`src/sfrm_pkg.sv`:
```
// Purpose: shared constants and carriers for the register map slice
// Assumes: 8-bit data path, bank chosen by status bit 5
// Notes:   offsets are canonical 8-bit data memory addresses
package sfrm_pkg;

  // map offsets
  localparam logic [7:0] ADDR_INDIRECT = 8'h80;
  localparam logic [7:0] ADDR_OPTION   = 8'h81;
  localparam logic [7:0] ADDR_PC_LOW   = 8'h82;
  localparam logic [7:0] ADDR_STATUS   = 8'h83;
  localparam logic [7:0] ADDR_POINTER  = 8'h84;
  localparam logic [7:0] ADDR_A_DIR    = 8'h85;
  localparam logic [7:0] ADDR_B_DIR    = 8'h86;
  localparam logic [7:0] ADDR_D_DIR    = 8'h88;
  localparam logic [7:0] ADDR_E_DIR    = 8'h89;
  localparam logic [7:0] ADDR_PC_LATCH = 8'h8a;
  localparam logic [7:0] ADDR_D_DATA   = 8'h08;
  localparam logic [7:0] ADDR_E_DATA   = 8'h09;
  localparam logic [7:0] ADDR_CCP_LOW  = 8'h15;
  localparam logic [7:0] ADDR_CCP_HIGH = 8'h16;
  localparam logic [7:0] ADDR_CCP_CTL  = 8'h17;
  localparam logic [7:0] ADDR_RX_CTL   = 8'h18;
  localparam logic [7:0] ADDR_TX_BUF   = 8'h19;
  localparam logic [7:0] ADDR_RX_BUF   = 8'h1a;
  localparam logic [7:0] ADDR_ADC_HIGH = 8'h1e;
  localparam logic [7:0] ADDR_ADC_CTL  = 8'h1f;
  localparam logic [7:0] SLICE_LO      = 8'h13;
  localparam logic [7:0] SLICE_HI      = 8'h1f;

  // implemented-bit masks; bits outside read as zero, except receive control low bits (live flags) and the status write mask
  localparam logic [7:0] MASK_CCP_CTL  = 8'h3f;
  localparam logic [7:0] MASK_ADC_CTL  = 8'hfd;
  localparam logic [7:0] MASK_A_DIR    = 8'h3f;
  localparam logic [7:0] MASK_E_DATA   = 8'h07;
  localparam logic [7:0] MASK_E_DIR    = 8'hef;
  localparam logic [7:0] MASK_RX_CTL   = 8'hf8;
  localparam logic [7:0] MASK_STAT_WR  = 8'he7;
  localparam logic [4:0] MASK_PC_LATCH = 5'h1f;

  // status field positions
  localparam int STAT_BANK = 5;
  localparam int STAT_TO   = 4;
  localparam int STAT_PD   = 3;

  // power-on / brown-out values (unknown bits taken as zero)
  localparam logic [7:0] POR_STATUS   = 8'h18;
  localparam logic [7:0] RST_ZERO     = 8'h00;
  localparam logic [7:0] RST_ONES     = 8'hff;
  localparam logic [7:0] RST_A_DIR    = 8'h3f;
  localparam logic [7:0] RST_E_DIR    = 8'h07;
  localparam logic [4:0] RST_PC_LATCH = 5'h00;

  typedef struct packed {
    logic       rd;
    logic       wr;
    logic [6:0] addr;
    logic [7:0] wdata;
  } sfrm_req_t;

  typedef struct packed {
    logic       sel;
    logic       wr;
    logic [7:0] addr;
    logic [7:0] wdata;
  } sfrm_ext_t;

endpackage : sfrm_pkg

```
`src/sfrm_addr_dec.sv`:
```
// Purpose: bank and indirect address resolution
// Assumes: 256-byte data memory in two 128-byte banks, bank from one status bit
// Notes:   purely combinational
`timescale 1ns/1ps
`default_nettype none
module sfrm_addr_dec
  import sfrm_pkg::*;
(
  input  wire logic [6:0] addr_in,
  input  wire logic       bank_in,
  input  wire logic [7:0] pointer_in,
  output logic [7:0]      addr_out,
  output logic            null_out
);

  logic [7:0] raw;
  logic       indirect;
  logic       shared;

  always_comb begin
    indirect = (addr_in == ADDR_INDIRECT[6:0]);
    raw      = indirect ? pointer_in : {bank_in, addr_in};
    // bank-shared cells fold onto one canonical address
    shared   = (raw[6:0] == ADDR_INDIRECT[6:0])
            || (raw[6:0] == ADDR_PC_LOW[6:0])
            || (raw[6:0] == ADDR_STATUS[6:0])
            || (raw[6:0] == ADDR_POINTER[6:0])
            || (raw[6:0] == ADDR_PC_LATCH[6:0]);
    addr_out = shared ? {1'b1, raw[6:0]} : raw;
    // pointer aimed at the indirect cell reaches nothing
    null_out = (raw[6:0] == ADDR_INDIRECT[6:0]);
  end

endmodule : sfrm_addr_dec
`default_nettype wire

```
`src/sfrm_pc_latch.sv`:
```
// Purpose: upper program counter holding latch and load strobe
// Assumes: core owns the program counter itself
// Notes:   latch and load clear on every kind of reset; target clears on power-on only
`timescale 1ns/1ps
`default_nettype none
module sfrm_pc_latch
  import sfrm_pkg::*;
(
  input  wire logic        clk_sys_in,
  input  wire logic        rst_b_in,
  input  wire logic        other_reset_in,
  input  wire logic        latch_wr_in,
  input  wire logic        pcl_wr_in,
  input  wire logic [7:0]  wdata_in,
  output logic [4:0]       latch_out,
  output logic             pc_load_out,
  output logic [12:0]      pc_target_out
);

  typedef struct packed {
    logic [4:0]  latch;
    logic        load;
    logic [12:0] target;
  } sfrm_pc_t;

  sfrm_pc_t st;
  sfrm_pc_t next_st;

  always_comb begin
    next_st      = st;
    next_st.load = 1'b0;
    if (other_reset_in) begin
      next_st.latch = RST_PC_LATCH;
    end else if (latch_wr_in) begin
      next_st.latch = wdata_in[4:0] & MASK_PC_LATCH;
    end else if (pcl_wr_in) begin
      // upper bits only reach the counter through the latch
      next_st.load   = 1'b1;
      next_st.target = {st.latch, wdata_in};
    end
  end

  always_ff @(posedge clk_sys_in or negedge rst_b_in) begin
    if (!rst_b_in) begin
      st <= '0;
    end else begin
      st <= next_st;
    end
  end

  assign latch_out     = st.latch;
  assign pc_load_out   = st.load;
  assign pc_target_out = st.target;

endmodule : sfrm_pc_latch
`default_nettype wire

```
`src/sfrm_slice.sv`:
```
// Purpose: special register map slice, decode and two reset sets
// Assumes: async reset is power-on or brown-out; other_reset_in is a
//          one-clock request from same-clock reset logic
// Notes:   one access per cycle, read answer one cycle later
`timescale 1ns/1ps
`default_nettype none
// Functional notes
// - unused slice addresses read zero, hold nothing
// - unimplemented register bits read as zero
// - indirect cell uses pointer as address
// - upper counter bits only via holding latch
// - shared registers same in every bank
// - 28-pin: ports four/five absent, read zero
// - power-on/brown-out and other resets differ
// - unchanged bits keep value, conditional follow cause
// - receive buffer at 1Ah, cleared every reset
module sfrm_slice
  import sfrm_pkg::*;
#(
  parameter bit FULL_PORTS = 1'b1
)(
  input  wire logic        clk_sys_in,
  input  wire logic        rst_b_in,
  input  wire logic        other_reset_in,
  input  wire logic        reset_to_in,
  input  wire logic        reset_pd_in,
  input  wire sfrm_req_t   req_in,
  input  wire logic [7:0]  pc_low_in,
  input  wire logic        rx_load_in,
  input  wire logic [7:0]  rx_data_in,
  input  wire logic [2:0]  rx_flags_in,
  output logic [7:0]       rd_data_out,
  output logic             rd_valid_out,
  output sfrm_ext_t        ext_out,
  output logic [7:0]       status_out,
  output logic [7:0]       option_out,
  output logic [7:0]       port_a_dir_out,
  output logic [7:0]       port_b_dir_out,
  output logic [7:0]       port_d_dir_out,
  output logic [7:0]       port_e_dir_out,
  output logic [7:0]       port_d_data_out,
  output logic [7:0]       port_e_data_out,
  output logic [15:0]      ccp_value_out,
  output logic [7:0]       ccp_control_out,
  output logic [7:0]       adc_control_out,
  output logic [7:0]       adc_result_out,
  output logic [7:0]       rx_control_out,
  output logic [7:0]       tx_data_out,
  output logic             tx_load_out,
  output logic [4:0]       pc_latch_out,
  output logic             pc_load_out,
  output logic [12:0]      pc_target_out
);

  typedef struct packed {
    logic [7:0] ccp_lo;
    logic [7:0] ccp_hi;
    logic [7:0] ccp_ctl;
    logic [7:0] rx_ctl;
    logic [7:0] tx_buf;
    logic [7:0] rx_buf;
    logic [7:0] adc_hi;
    logic [7:0] adc_ctl;
    logic [7:0] option;
    logic [7:0] status;
    logic [7:0] pointer;
    logic [7:0] a_dir;
    logic [7:0] b_dir;
    logic [7:0] d_dir;
    logic [7:0] e_dir;
    logic [7:0] d_data;
    logic [7:0] e_data;
    logic       tx_load;
    logic [7:0] rd_data;
    logic       rd_valid;
    sfrm_ext_t  ext;
  } sfrm_state_t;

  sfrm_state_t st;
  sfrm_state_t next_st;

  logic [7:0] addr;
  logic       null_ind;
  logic       acc;
  logic       wr;
  logic [7:0] wd;
  logic [4:0] pc_latch;
  logic       latch_wr;
  logic       pcl_wr;
  logic       ports_ok;
  logic       is_port_x;
  logic       in_slice;
  logic [7:0] rd_val;

  sfrm_addr_dec u_dec (
    .addr_in    (req_in.addr),
    .bank_in    (st.status[STAT_BANK]),
    .pointer_in (st.pointer),
    .addr_out   (addr),
    .null_out   (null_ind)
  );

  sfrm_pc_latch u_pc (
    .clk_sys_in     (clk_sys_in),
    .rst_b_in       (rst_b_in),
    .other_reset_in (other_reset_in),
    .latch_wr_in    (latch_wr),
    .pcl_wr_in      (pcl_wr),
    .wdata_in       (wd),
    .latch_out      (pc_latch),
    .pc_load_out    (pc_load_out),
    .pc_target_out  (pc_target_out)
  );

  always_comb begin
    acc       = (req_in.rd || req_in.wr) && !null_ind;
    wr        = req_in.wr && !null_ind && !other_reset_in;
    wd        = req_in.wdata;
    ports_ok  = FULL_PORTS;
    is_port_x = (addr == ADDR_D_DATA) || (addr == ADDR_E_DATA)
             || (addr == ADDR_D_DIR)  || (addr == ADDR_E_DIR);
    in_slice  = ((addr >= SLICE_LO) && (addr <= SLICE_HI))
             || ((addr >= ADDR_INDIRECT) && (addr <= ADDR_B_DIR))
             || (addr == ADDR_PC_LATCH) || is_port_x;
    latch_wr  = wr && (addr == ADDR_PC_LATCH);
    pcl_wr    = wr && (addr == ADDR_PC_LOW);
  end

  // read mux; anything not listed in the slice answers zero
  always_comb begin
    rd_val = RST_ZERO;
    if (addr == ADDR_CCP_LOW) begin
      rd_val = st.ccp_lo;
    end else if (addr == ADDR_CCP_HIGH) begin
      rd_val = st.ccp_hi;
    end else if (addr == ADDR_CCP_CTL) begin
      rd_val = st.ccp_ctl & MASK_CCP_CTL;
    end else if (addr == ADDR_RX_CTL) begin
      rd_val = (st.rx_ctl & MASK_RX_CTL) | {5'h00, rx_flags_in};
    end else if (addr == ADDR_TX_BUF) begin
      rd_val = st.tx_buf;
    end else if (addr == ADDR_RX_BUF) begin
      rd_val = st.rx_buf;
    end else if (addr == ADDR_ADC_HIGH) begin
      rd_val = st.adc_hi;
    end else if (addr == ADDR_ADC_CTL) begin
      rd_val = st.adc_ctl & MASK_ADC_CTL;
    end else if (addr == ADDR_OPTION) begin
      rd_val = st.option;
    end else if (addr == ADDR_PC_LOW) begin
      rd_val = pc_low_in;
    end else if (addr == ADDR_STATUS) begin
      rd_val = st.status;
    end else if (addr == ADDR_POINTER) begin
      rd_val = st.pointer;
    end else if (addr == ADDR_A_DIR) begin
      rd_val = st.a_dir & MASK_A_DIR;
    end else if (addr == ADDR_B_DIR) begin
      rd_val = st.b_dir;
    end else if (addr == ADDR_PC_LATCH) begin
      rd_val = {3'h0, pc_latch};
    end else if (is_port_x && !ports_ok) begin
      rd_val = RST_ZERO;
    end else if (addr == ADDR_D_DATA) begin
      rd_val = st.d_data;
    end else if (addr == ADDR_E_DATA) begin
      rd_val = st.e_data & MASK_E_DATA;
    end else if (addr == ADDR_D_DIR) begin
      rd_val = st.d_dir;
    end else if (addr == ADDR_E_DIR) begin
      rd_val = st.e_dir & MASK_E_DIR;
    end
  end

  always_comb begin
    next_st          = st;
    next_st.tx_load  = 1'b0;
    next_st.rd_valid = 1'b0;
    next_st.ext      = '0;
    // peripheral load lands first; an other reset in the same cycle clears it
    if (rx_load_in) begin
      next_st.rx_buf = rx_data_in;
    end
    if (other_reset_in) begin
      // unchanged bits simply keep their value here
      next_st.ccp_ctl = RST_ZERO;
      next_st.rx_ctl  = RST_ZERO;
      next_st.tx_buf  = RST_ZERO;
      next_st.rx_buf  = RST_ZERO;
      next_st.adc_ctl = RST_ZERO;
      next_st.option  = RST_ONES;
      next_st.a_dir   = RST_A_DIR;
      next_st.b_dir   = RST_ONES;
      next_st.d_dir   = RST_ONES;
      next_st.e_dir   = RST_E_DIR;
      // bank bits clear, cause bits follow the reset source
      next_st.status  = {3'h0, reset_to_in, reset_pd_in,
                         st.status[2:0]};
    end else if (acc && !in_slice) begin
      next_st.ext.sel   = 1'b1;
      next_st.ext.wr    = req_in.wr;
      next_st.ext.addr  = addr;
      next_st.ext.wdata = wd;
    end else if (acc) begin
      next_st.rd_valid = req_in.rd;
      next_st.rd_data  = rd_val;
      if (wr) begin
        // unlisted slice addresses fall through: no storage
        if (addr == ADDR_CCP_LOW) begin
          next_st.ccp_lo = wd;
        end else if (addr == ADDR_CCP_HIGH) begin
          next_st.ccp_hi = wd;
        end else if (addr == ADDR_CCP_CTL) begin
          next_st.ccp_ctl = wd & MASK_CCP_CTL;
        end else if (addr == ADDR_RX_CTL) begin
          next_st.rx_ctl = wd & MASK_RX_CTL;
        end else if (addr == ADDR_TX_BUF) begin
          next_st.tx_buf  = wd;
          next_st.tx_load = 1'b1;
        end else if (addr == ADDR_ADC_HIGH) begin
          next_st.adc_hi = wd;
        end else if (addr == ADDR_ADC_CTL) begin
          next_st.adc_ctl = wd & MASK_ADC_CTL;
        end else if (addr == ADDR_OPTION) begin
          next_st.option = wd;
        end else if (addr == ADDR_STATUS) begin
          // timeout and power-down flags are not software writable
          next_st.status = (wd & MASK_STAT_WR)
                         | (st.status & ~MASK_STAT_WR);
        end else if (addr == ADDR_POINTER) begin
          next_st.pointer = wd;
        end else if (addr == ADDR_A_DIR) begin
          next_st.a_dir = wd & MASK_A_DIR;
        end else if (addr == ADDR_B_DIR) begin
          next_st.b_dir = wd;
        end else if (is_port_x && !ports_ok) begin
          next_st.d_data = st.d_data;
        end else if (addr == ADDR_D_DATA) begin
          next_st.d_data = wd;
        end else if (addr == ADDR_E_DATA) begin
          next_st.e_data = wd & MASK_E_DATA;
        end else if (addr == ADDR_D_DIR) begin
          next_st.d_dir = wd;
        end else if (addr == ADDR_E_DIR) begin
          next_st.e_dir = wd & MASK_E_DIR;
        end
      end
    end else if (req_in.rd) begin
      // pointer aimed at the indirect cell itself reads zero
      next_st.rd_valid = 1'b1;
      next_st.rd_data  = RST_ZERO;
    end
  end

  // power-on/brown-out set; unknown bits forced to a known zero
  always_ff @(posedge clk_sys_in or negedge rst_b_in) begin
    if (!rst_b_in) begin
      st         <= '0;
      st.status  <= POR_STATUS;
      st.option  <= RST_ONES;
      st.a_dir   <= RST_A_DIR;
      st.b_dir   <= RST_ONES;
      st.d_dir   <= RST_ONES;
      st.e_dir   <= RST_E_DIR;
      st.rx_buf  <= RST_ZERO;
    end else begin
      st <= next_st;
    end
  end

  assign rd_data_out     = st.rd_data;
  assign rd_valid_out    = st.rd_valid;
  assign ext_out         = st.ext;
  assign status_out      = st.status;
  assign option_out      = st.option;
  assign port_a_dir_out  = st.a_dir;
  assign port_b_dir_out  = st.b_dir;
  assign port_d_dir_out  = st.d_dir;
  assign port_e_dir_out  = st.e_dir;
  assign port_d_data_out = st.d_data;
  assign port_e_data_out = st.e_data;
  assign ccp_value_out   = {st.ccp_hi, st.ccp_lo};
  assign ccp_control_out = st.ccp_ctl;
  assign adc_control_out = st.adc_ctl;
  assign adc_result_out  = st.adc_hi;
  assign rx_control_out  = st.rx_ctl;
  assign tx_data_out     = st.tx_buf;
  assign tx_load_out     = st.tx_load;
  assign pc_latch_out    = pc_latch;

endmodule : sfrm_slice
`default_nettype wire

```
`config.mk`:
```
export PLATFORM = sky130hd
export DESIGN_NAME = sfrm_slice
export DESIGN_NICKNAME = d
export VERILOG_FILES = /design/src/sfrm_pkg.sv /design/src/sfrm_addr_dec.sv /design/src/sfrm_pc_latch.sv /design/src/sfrm_slice.sv
export SDC_FILE = /design/constraint.sdc
export NUM_CORES = 1
export LEC_CHECK = 0
export BUFFER_PORTS_ARGS = -buffer_cell sky130_fd_sc_hd__buf_2
export CORE_MARGIN = 3
export CORE_UTILIZATION = 50
export DETAILED_ROUTE_END_ITERATION = 6
export HOLD_SLACK_MARGIN = 0.12
export PLACE_DENSITY_LB_ADDON = 0.25
export SLEW_MARGIN = 20
export SYNTH_ARGS = -nofsm -noshare
export SYNTH_HDL_FRONTEND = slang
export SYNTH_SLANG_ARGS = --single-unit
```
`constraint.sdc`:
```
create_clock -name clk_sys_in -period 2.9 [get_ports clk_sys_in]
set_clock_uncertainty 0.05 [all_clocks]
set_input_delay 0.58 -clock clk_sys_in [delete_from_list [all_inputs] [get_ports clk_sys_in]]
set_output_delay 0.58 -clock clk_sys_in [all_outputs]
set_load 0.02 [all_outputs]
```
==> summary.log <==
qor: sta.slew_headroom 56.06%
qor: worst_hold_path.hp_start reset_to_in
qor: cts.cts.reportedPaths.clkPinSlew 70 ps
qor: global_route.grt_pass1_vias 9,113
qor: logic_synthesis.netlist.area_leader.share 33.52%
qor: cells_and_area.layoutNonFillerInstCount 1,611
qor: cells_and_area.layout.filler_cells 1,555
qor: logic_synthesis.synthCells 1,021
qor: routing.initialDrtViolationCount 953
qor: logic_synthesis.edff_count_synth 0
qor: logic_synthesis.yosysWarningCount 0
qor: floorplan.die_area 21,740 um2
qor: logic_synthesis.synth-seq-area-share 42.71%
qor: sta.fin_crit_sh 101.2%
qor: global_route.global_route_usage_over_all_layers 36.19%
qor: global_route.initial_antenna_violation_count 0
qor: job.maxCapViolCount 0
qor: sta.totalNegativeSetupSlack -220.1 ps
qor: routing.wirelength_met1 16,490 um
qor: logic_synthesis.synth.top_cells.by_area sky130_fd_sc_hd__dfrtp_1 34%, sky130_fd_sc_hd__buf_4 11%, sky130_fd_sc_hd__dfstp_2 9.2%
qor: placed_design.port-buffer-count 194
qor: floorplan.floorplan.rows 51
qor: cts.tritoncts.num_buffers 17
qor: sta.timing_max_transition_violations_final 0
qor: logic_synthesis.mean_instance_size_in_the_synthesized_netlist 9.799 um2
qor: logic_synthesis.post_synth_mux_area_share 10.67%
qor: setup_path.cp.arrival 3250 ps
qor: logic_synthesis.dominant_combinational_cell_family_by_area_after_synthesis compound AO/OA/AOI/OAI gates
qor: routing.avgViaCountPerCell 6.074
qor: logic_synthesis.synth.distinct_cells 81
qor: global_route.grt_first_pass_wirelength 58,880 um
qor: cells_and_area.num_antenna_cells 0
qor: sta.tightestPinTransition 659.1 ps
qor: floorplan.die_width 147.5 um
qor: setup_path.critical_path.startpoint_type input pin
qor: logic_synthesis.synthesis_stage_register_bit_count 169
qor: outcome.run_status finished with violations
qor: placed_design.gp_congestion 1.013
qor: routing.finalWirelength 40,630 um
qor: setup_path.critical_path_peak_fanout 6
qor: logic_synthesis.share_of_the_synthesized_netlist_area_taken_by_xor_and_xnor_gates 0.1751%
qor: power_and_ir_drop.power.leakage 6.773 nW
qor: routing.num_vias 9,785
qor: logic_synthesis.synth_area_in_compound_gates 17.50%
qor: sta.unrepaired_setup_endpoints_after_global_routing yes
qor: worst_hold_path.whs_endpoint status_out[4]$_DFFE_PN1P_
qor: floorplan.initial_core_util 51.07%
qor: sta.min_period 2936 ps
qor: cts.clock_root_buffer sky130_fd_sc_hd__clkbuf_16
qor: routing.uppermost_layer_routed met4
qor: floorplan.die-height 147.5 um
qor: logic_synthesis.post-synth-top-area-cell sky130_fd_sc_hd__dfrtp_1
qor: floorplan.fp.coreArea 19,590 um2
qor: routing.route.detailed.drc 0
qor: power_and_ir_drop.powerDensity 420.4 nW/um2
qor: cells_and_area.nNetsFinal 1,375
qor: power_and_ir_drop.irDropWorstVdd 0.3608 mV
qor: cts.clkLatencyLatePin 430 ps
qor: setup_path.register_to_register_setup_slack -20 ps
qor: logic_synthesis.post_synthesis_async_set_or_reset_flop_share 100.0%
qor: global_route.maximum_number_of_pins_on_one_net_before_global_route_repair 66
qor: cells_and_area.finalInstanceArea 13,500 um2
qor: setup_path.critPathRequiredTime 3220 ps
qor: worst_hold_path.worst_hold_path.num_cells 2
qor: sta.maxClockFrequency 340.6 MHz
qor: sta.finalHoldViolations 0
qor: routing.wl_met3 3460 um
qor: outcome.failed_checks setup timing
qor: cts.ctsLongestPathBuffers 2
qor: cts.cts_tree done
qor: worst_hold_path.path_class_of_the_lowest_slack_min_delay_path in -> reg
qor: routing.wl_met2 19,070 um
qor: routing.final_antenna_net_count 0
qor: setup_path.worst_r2r_startpoint st[79]$_DFFE_PN0P_
qor: cells_and_area.final_layout_size_suffix_gt1_share 53.12%
qor: logic_synthesis.syn_area 10,000 um2
qor: logic_synthesis.ys.flop_type sky130_fd_sc_hd__dfrtp_1
qor: placed_design.postPlaceCellArea 12,200 um2
qor: global_route.grt_total_ovfl 0
qor: sta.number_of_setup_violations_in_the_final_report 9
qor: setup_path.crit_path_category in -> reg
qor: routing.avgRoutedWirePerCell 25.22 um
qor: logic_synthesis.synthSimpleGateAreaFrac 15.37%
qor: cells_and_area.fin_util 68.91%
qor: logic_synthesis.post_synth_fa_ha_maj_area_fraction 0%
qor: sta.setup_slack -35.62 ps
qor: setup_path.timing.reg2reg.worst_path_depth 11
qor: cells_and_area.synthToLayoutAreaGrowth 34.93%
qor: setup_path.worst_r2r_endpoint rd_data_out[3]$_DFFE_PN0P_
qor: placed_design.placedCellCount 1,558
qor: cts.clock_sink_count 169
qor: placed_design.preCtsSetupSlack -687.8 ps
qor: cts.cts_max_level 4
qor: setup_path.critical_path_endpoint_category register
qor: routing.drt_pass1_iterations 5
qor: placed_design.total_half_perimeter_wirelength_after_legalization_and_detailed_placement 30,470 um
qor: floorplan.io_pins 209
-- metal layers --
layer | vias to the layer above | global-route usage [%]
li1 | 4211 | -
met1 | 4872 | 50.39
met2 | 591 | 58.50
met3 | 111 | 5.579
met4 | 0 | 11.88
met5 | - | 0
-- flip-flops by register name, summed over array words and instances (netlist names), 5 cells and up --
name and cells:
ext_out 18, ccp_value_out 16, st 16, u_pc.pc_target_out 13
adc_result_out 8, option_out 8, port_b_dir_out 8, port_d_data_out 8
port_d_dir_out 8, rd_data_out 8, status_out 8, tx_data_out 8
adc_control_out 7, port_e_dir_out 7, ccp_control_out 6, port_a_dir_out 6
rx_control_out 5, u_pc.latch_out 5
-- repair_timing --
item	4_1_cts	5_1_grt
endpoints found under the hold margin	40	0
cloned	0	2
hold buffers	1	0
endpoints found under the setup margin	83	107
resized for setup	35	87
pin swaps	7	32
buffers inserted	5	14
-- power by group --
part           internal (W)  switching [W]
registers           0.00243      0.0000548
clock network       0.00117        0.00111
logic              0.000355       0.000558
total               0.00396        0.00172
-- synthesized netlist by cell type, drive strengths merged (7+ instances only) --
cell	n
a2111oi	7
a211o	8
a211oi	14
a21oi	41
a221o	15
a31oi	12
and2	15
and3	7
buf	161
clkbuf	37
dfrtp	134
dfstp	35
inv	11
mux2	61
mux2i	38
nand2	78
nand3	31
nand4	11
nor2	92
nor3	31
nor4	9
o211ai	14
o21ai	23
o221ai	9
o22ai	19
o31ai	9
or2	7
or3	9
-- layout by cell type, fill, tap and decap left out, types with 6 or more instances in the layout --
cell | netlist | routed
sky130_fd_sc_hd__nor3_1 | 26 | 20
sky130_fd_sc_hd__nand4_1 | 11 | 11
sky130_fd_sc_hd__and2_1 | 15 | 14
sky130_fd_sc_hd__a22o_1 | 6 | 6
sky130_fd_sc_hd__dfstp_2 | 35 | 35
sky130_fd_sc_hd__a21oi_1 | 41 | 33
sky130_fd_sc_hd__mux2_2 | 61 | 61
sky130_fd_sc_hd__buf_2 | 8 | 194
sky130_fd_sc_hd__and3_1 | 7 | 6
sky130_fd_sc_hd__conb_1 | 1 | 14
sky130_fd_sc_hd__buf_6 | 1 | 13
sky130_fd_sc_hd__buf_4 | 146 | 259
sky130_fd_sc_hd__dfrtp_1 | 134 | 131
sky130_fd_sc_hd__inv_1 | 10 | 10
sky130_fd_sc_hd__a221o_1 | 15 | 15
sky130_fd_sc_hd__o221ai_1 | 9 | 9
sky130_fd_sc_hd__o21ai_0 | 20 | 13
sky130_fd_sc_hd__a21oi_2 | 0 | 7
sky130_fd_sc_hd__buf_12 | 0 | 11
sky130_fd_sc_hd__a211o_1 | 8 | 7
sky130_fd_sc_hd__nand3_1 | 31 | 28
sky130_fd_sc_hd__nor2_1 | 91 | 84
sky130_fd_sc_hd__o31ai_1 | 9 | 7
sky130_fd_sc_hd__o211ai_1 | 11 | 11
sky130_fd_sc_hd__a31oi_1 | 12 | 8
sky130_fd_sc_hd__mux2i_1 | 38 | 36
sky130_fd_sc_hd__nor3_4 | 0 | 6
sky130_fd_sc_hd__nand2_1 | 78 | 74
sky130_fd_sc_hd__clkbuf_16 | 0 | 17
sky130_fd_sc_hd__o22ai_1 | 18 | 17
sky130_fd_sc_hd__a211oi_1 | 11 | 7
sky130_fd_sc_hd__or3_1 | 8 | 6
-- per-stage QoR --
step	total power, W	hold WS, ps
CTS	0.005634	318.1
floorplan	0.002961	234.4
global route	0.005844	335.7
finish	0.005676	322.3
global placement	0.003349	429.2
detailed placement	0.003349	424.3
-- area by class of cell --
type / instances / area (um2) / share of cell area [%]
clock buffers: 18 / 439.2 / 3.253
clock inverters: 14 / 148.9 / 1.103
inverters: 12 / 47.55 / 0.3522
multi-input cells: 655 / 4964 / 36.77
flip-flops and latches: 169 / 4277 / 31.68
well taps: 265 / 331.6 / 2.456
repair buffers: 478 / 3292 / 24.39
-- how the worst max path moves through the flow --
| stage | from | end | slack (ps) | cells past startpoint |
|---|---|---|---|---|
| 2_1_floorplan | req_in[10] | rd_data_out[6]$_DFFE_PN0P_ | -250 | 10 |
| 3_3_place_gp | req_in[8] | rd_data_out[2]$_DFFE_PN0P_ | -650 | 15 |
| 5_1_grt | req_in[8] | adc_control_out[0]$_DFFE_PN0P_ | -110 | 11 |
| 6_report | req_in[8] | adc_control_out[4]$_DFFE_PN0P_ | -40 | 11 |
| 4_1_cts | st[79]$_DFFE_PN0P_ | rd_data_out[4]$_DFFE_PN0P_ | -30 | 10 |
| 3_5_place_dp | req_in[8] | rd_data_out[2]$_DFFE_PN0P_ | -690 | 15 |
-- critical path, stage by stage --
cell                       delay (ps)
sky130_fd_sc_hd__buf_6             90
sky130_fd_sc_hd__or4_4            550
sky130_fd_sc_hd__or3_4            410
sky130_fd_sc_hd__o22ai_4          200
sky130_fd_sc_hd__o211ai_4         160
sky130_fd_sc_hd__or3_4            460
sky130_fd_sc_hd__buf_6            150
sky130_fd_sc_hd__a211oi_2         220
sky130_fd_sc_hd__buf_4            180
sky130_fd_sc_hd__nand3_1          100
sky130_fd_sc_hd__a21oi_2          150
-- kinds of logic after synthesis --
group,count (synthesis)
xor gates and xnor gates,2
and+or+nand+nor,311
buffers and inverters,210
other,1
AOI/OAI and AO/OA,229
DFF,169
muxes,99
(Power assumes the default switching activity.)
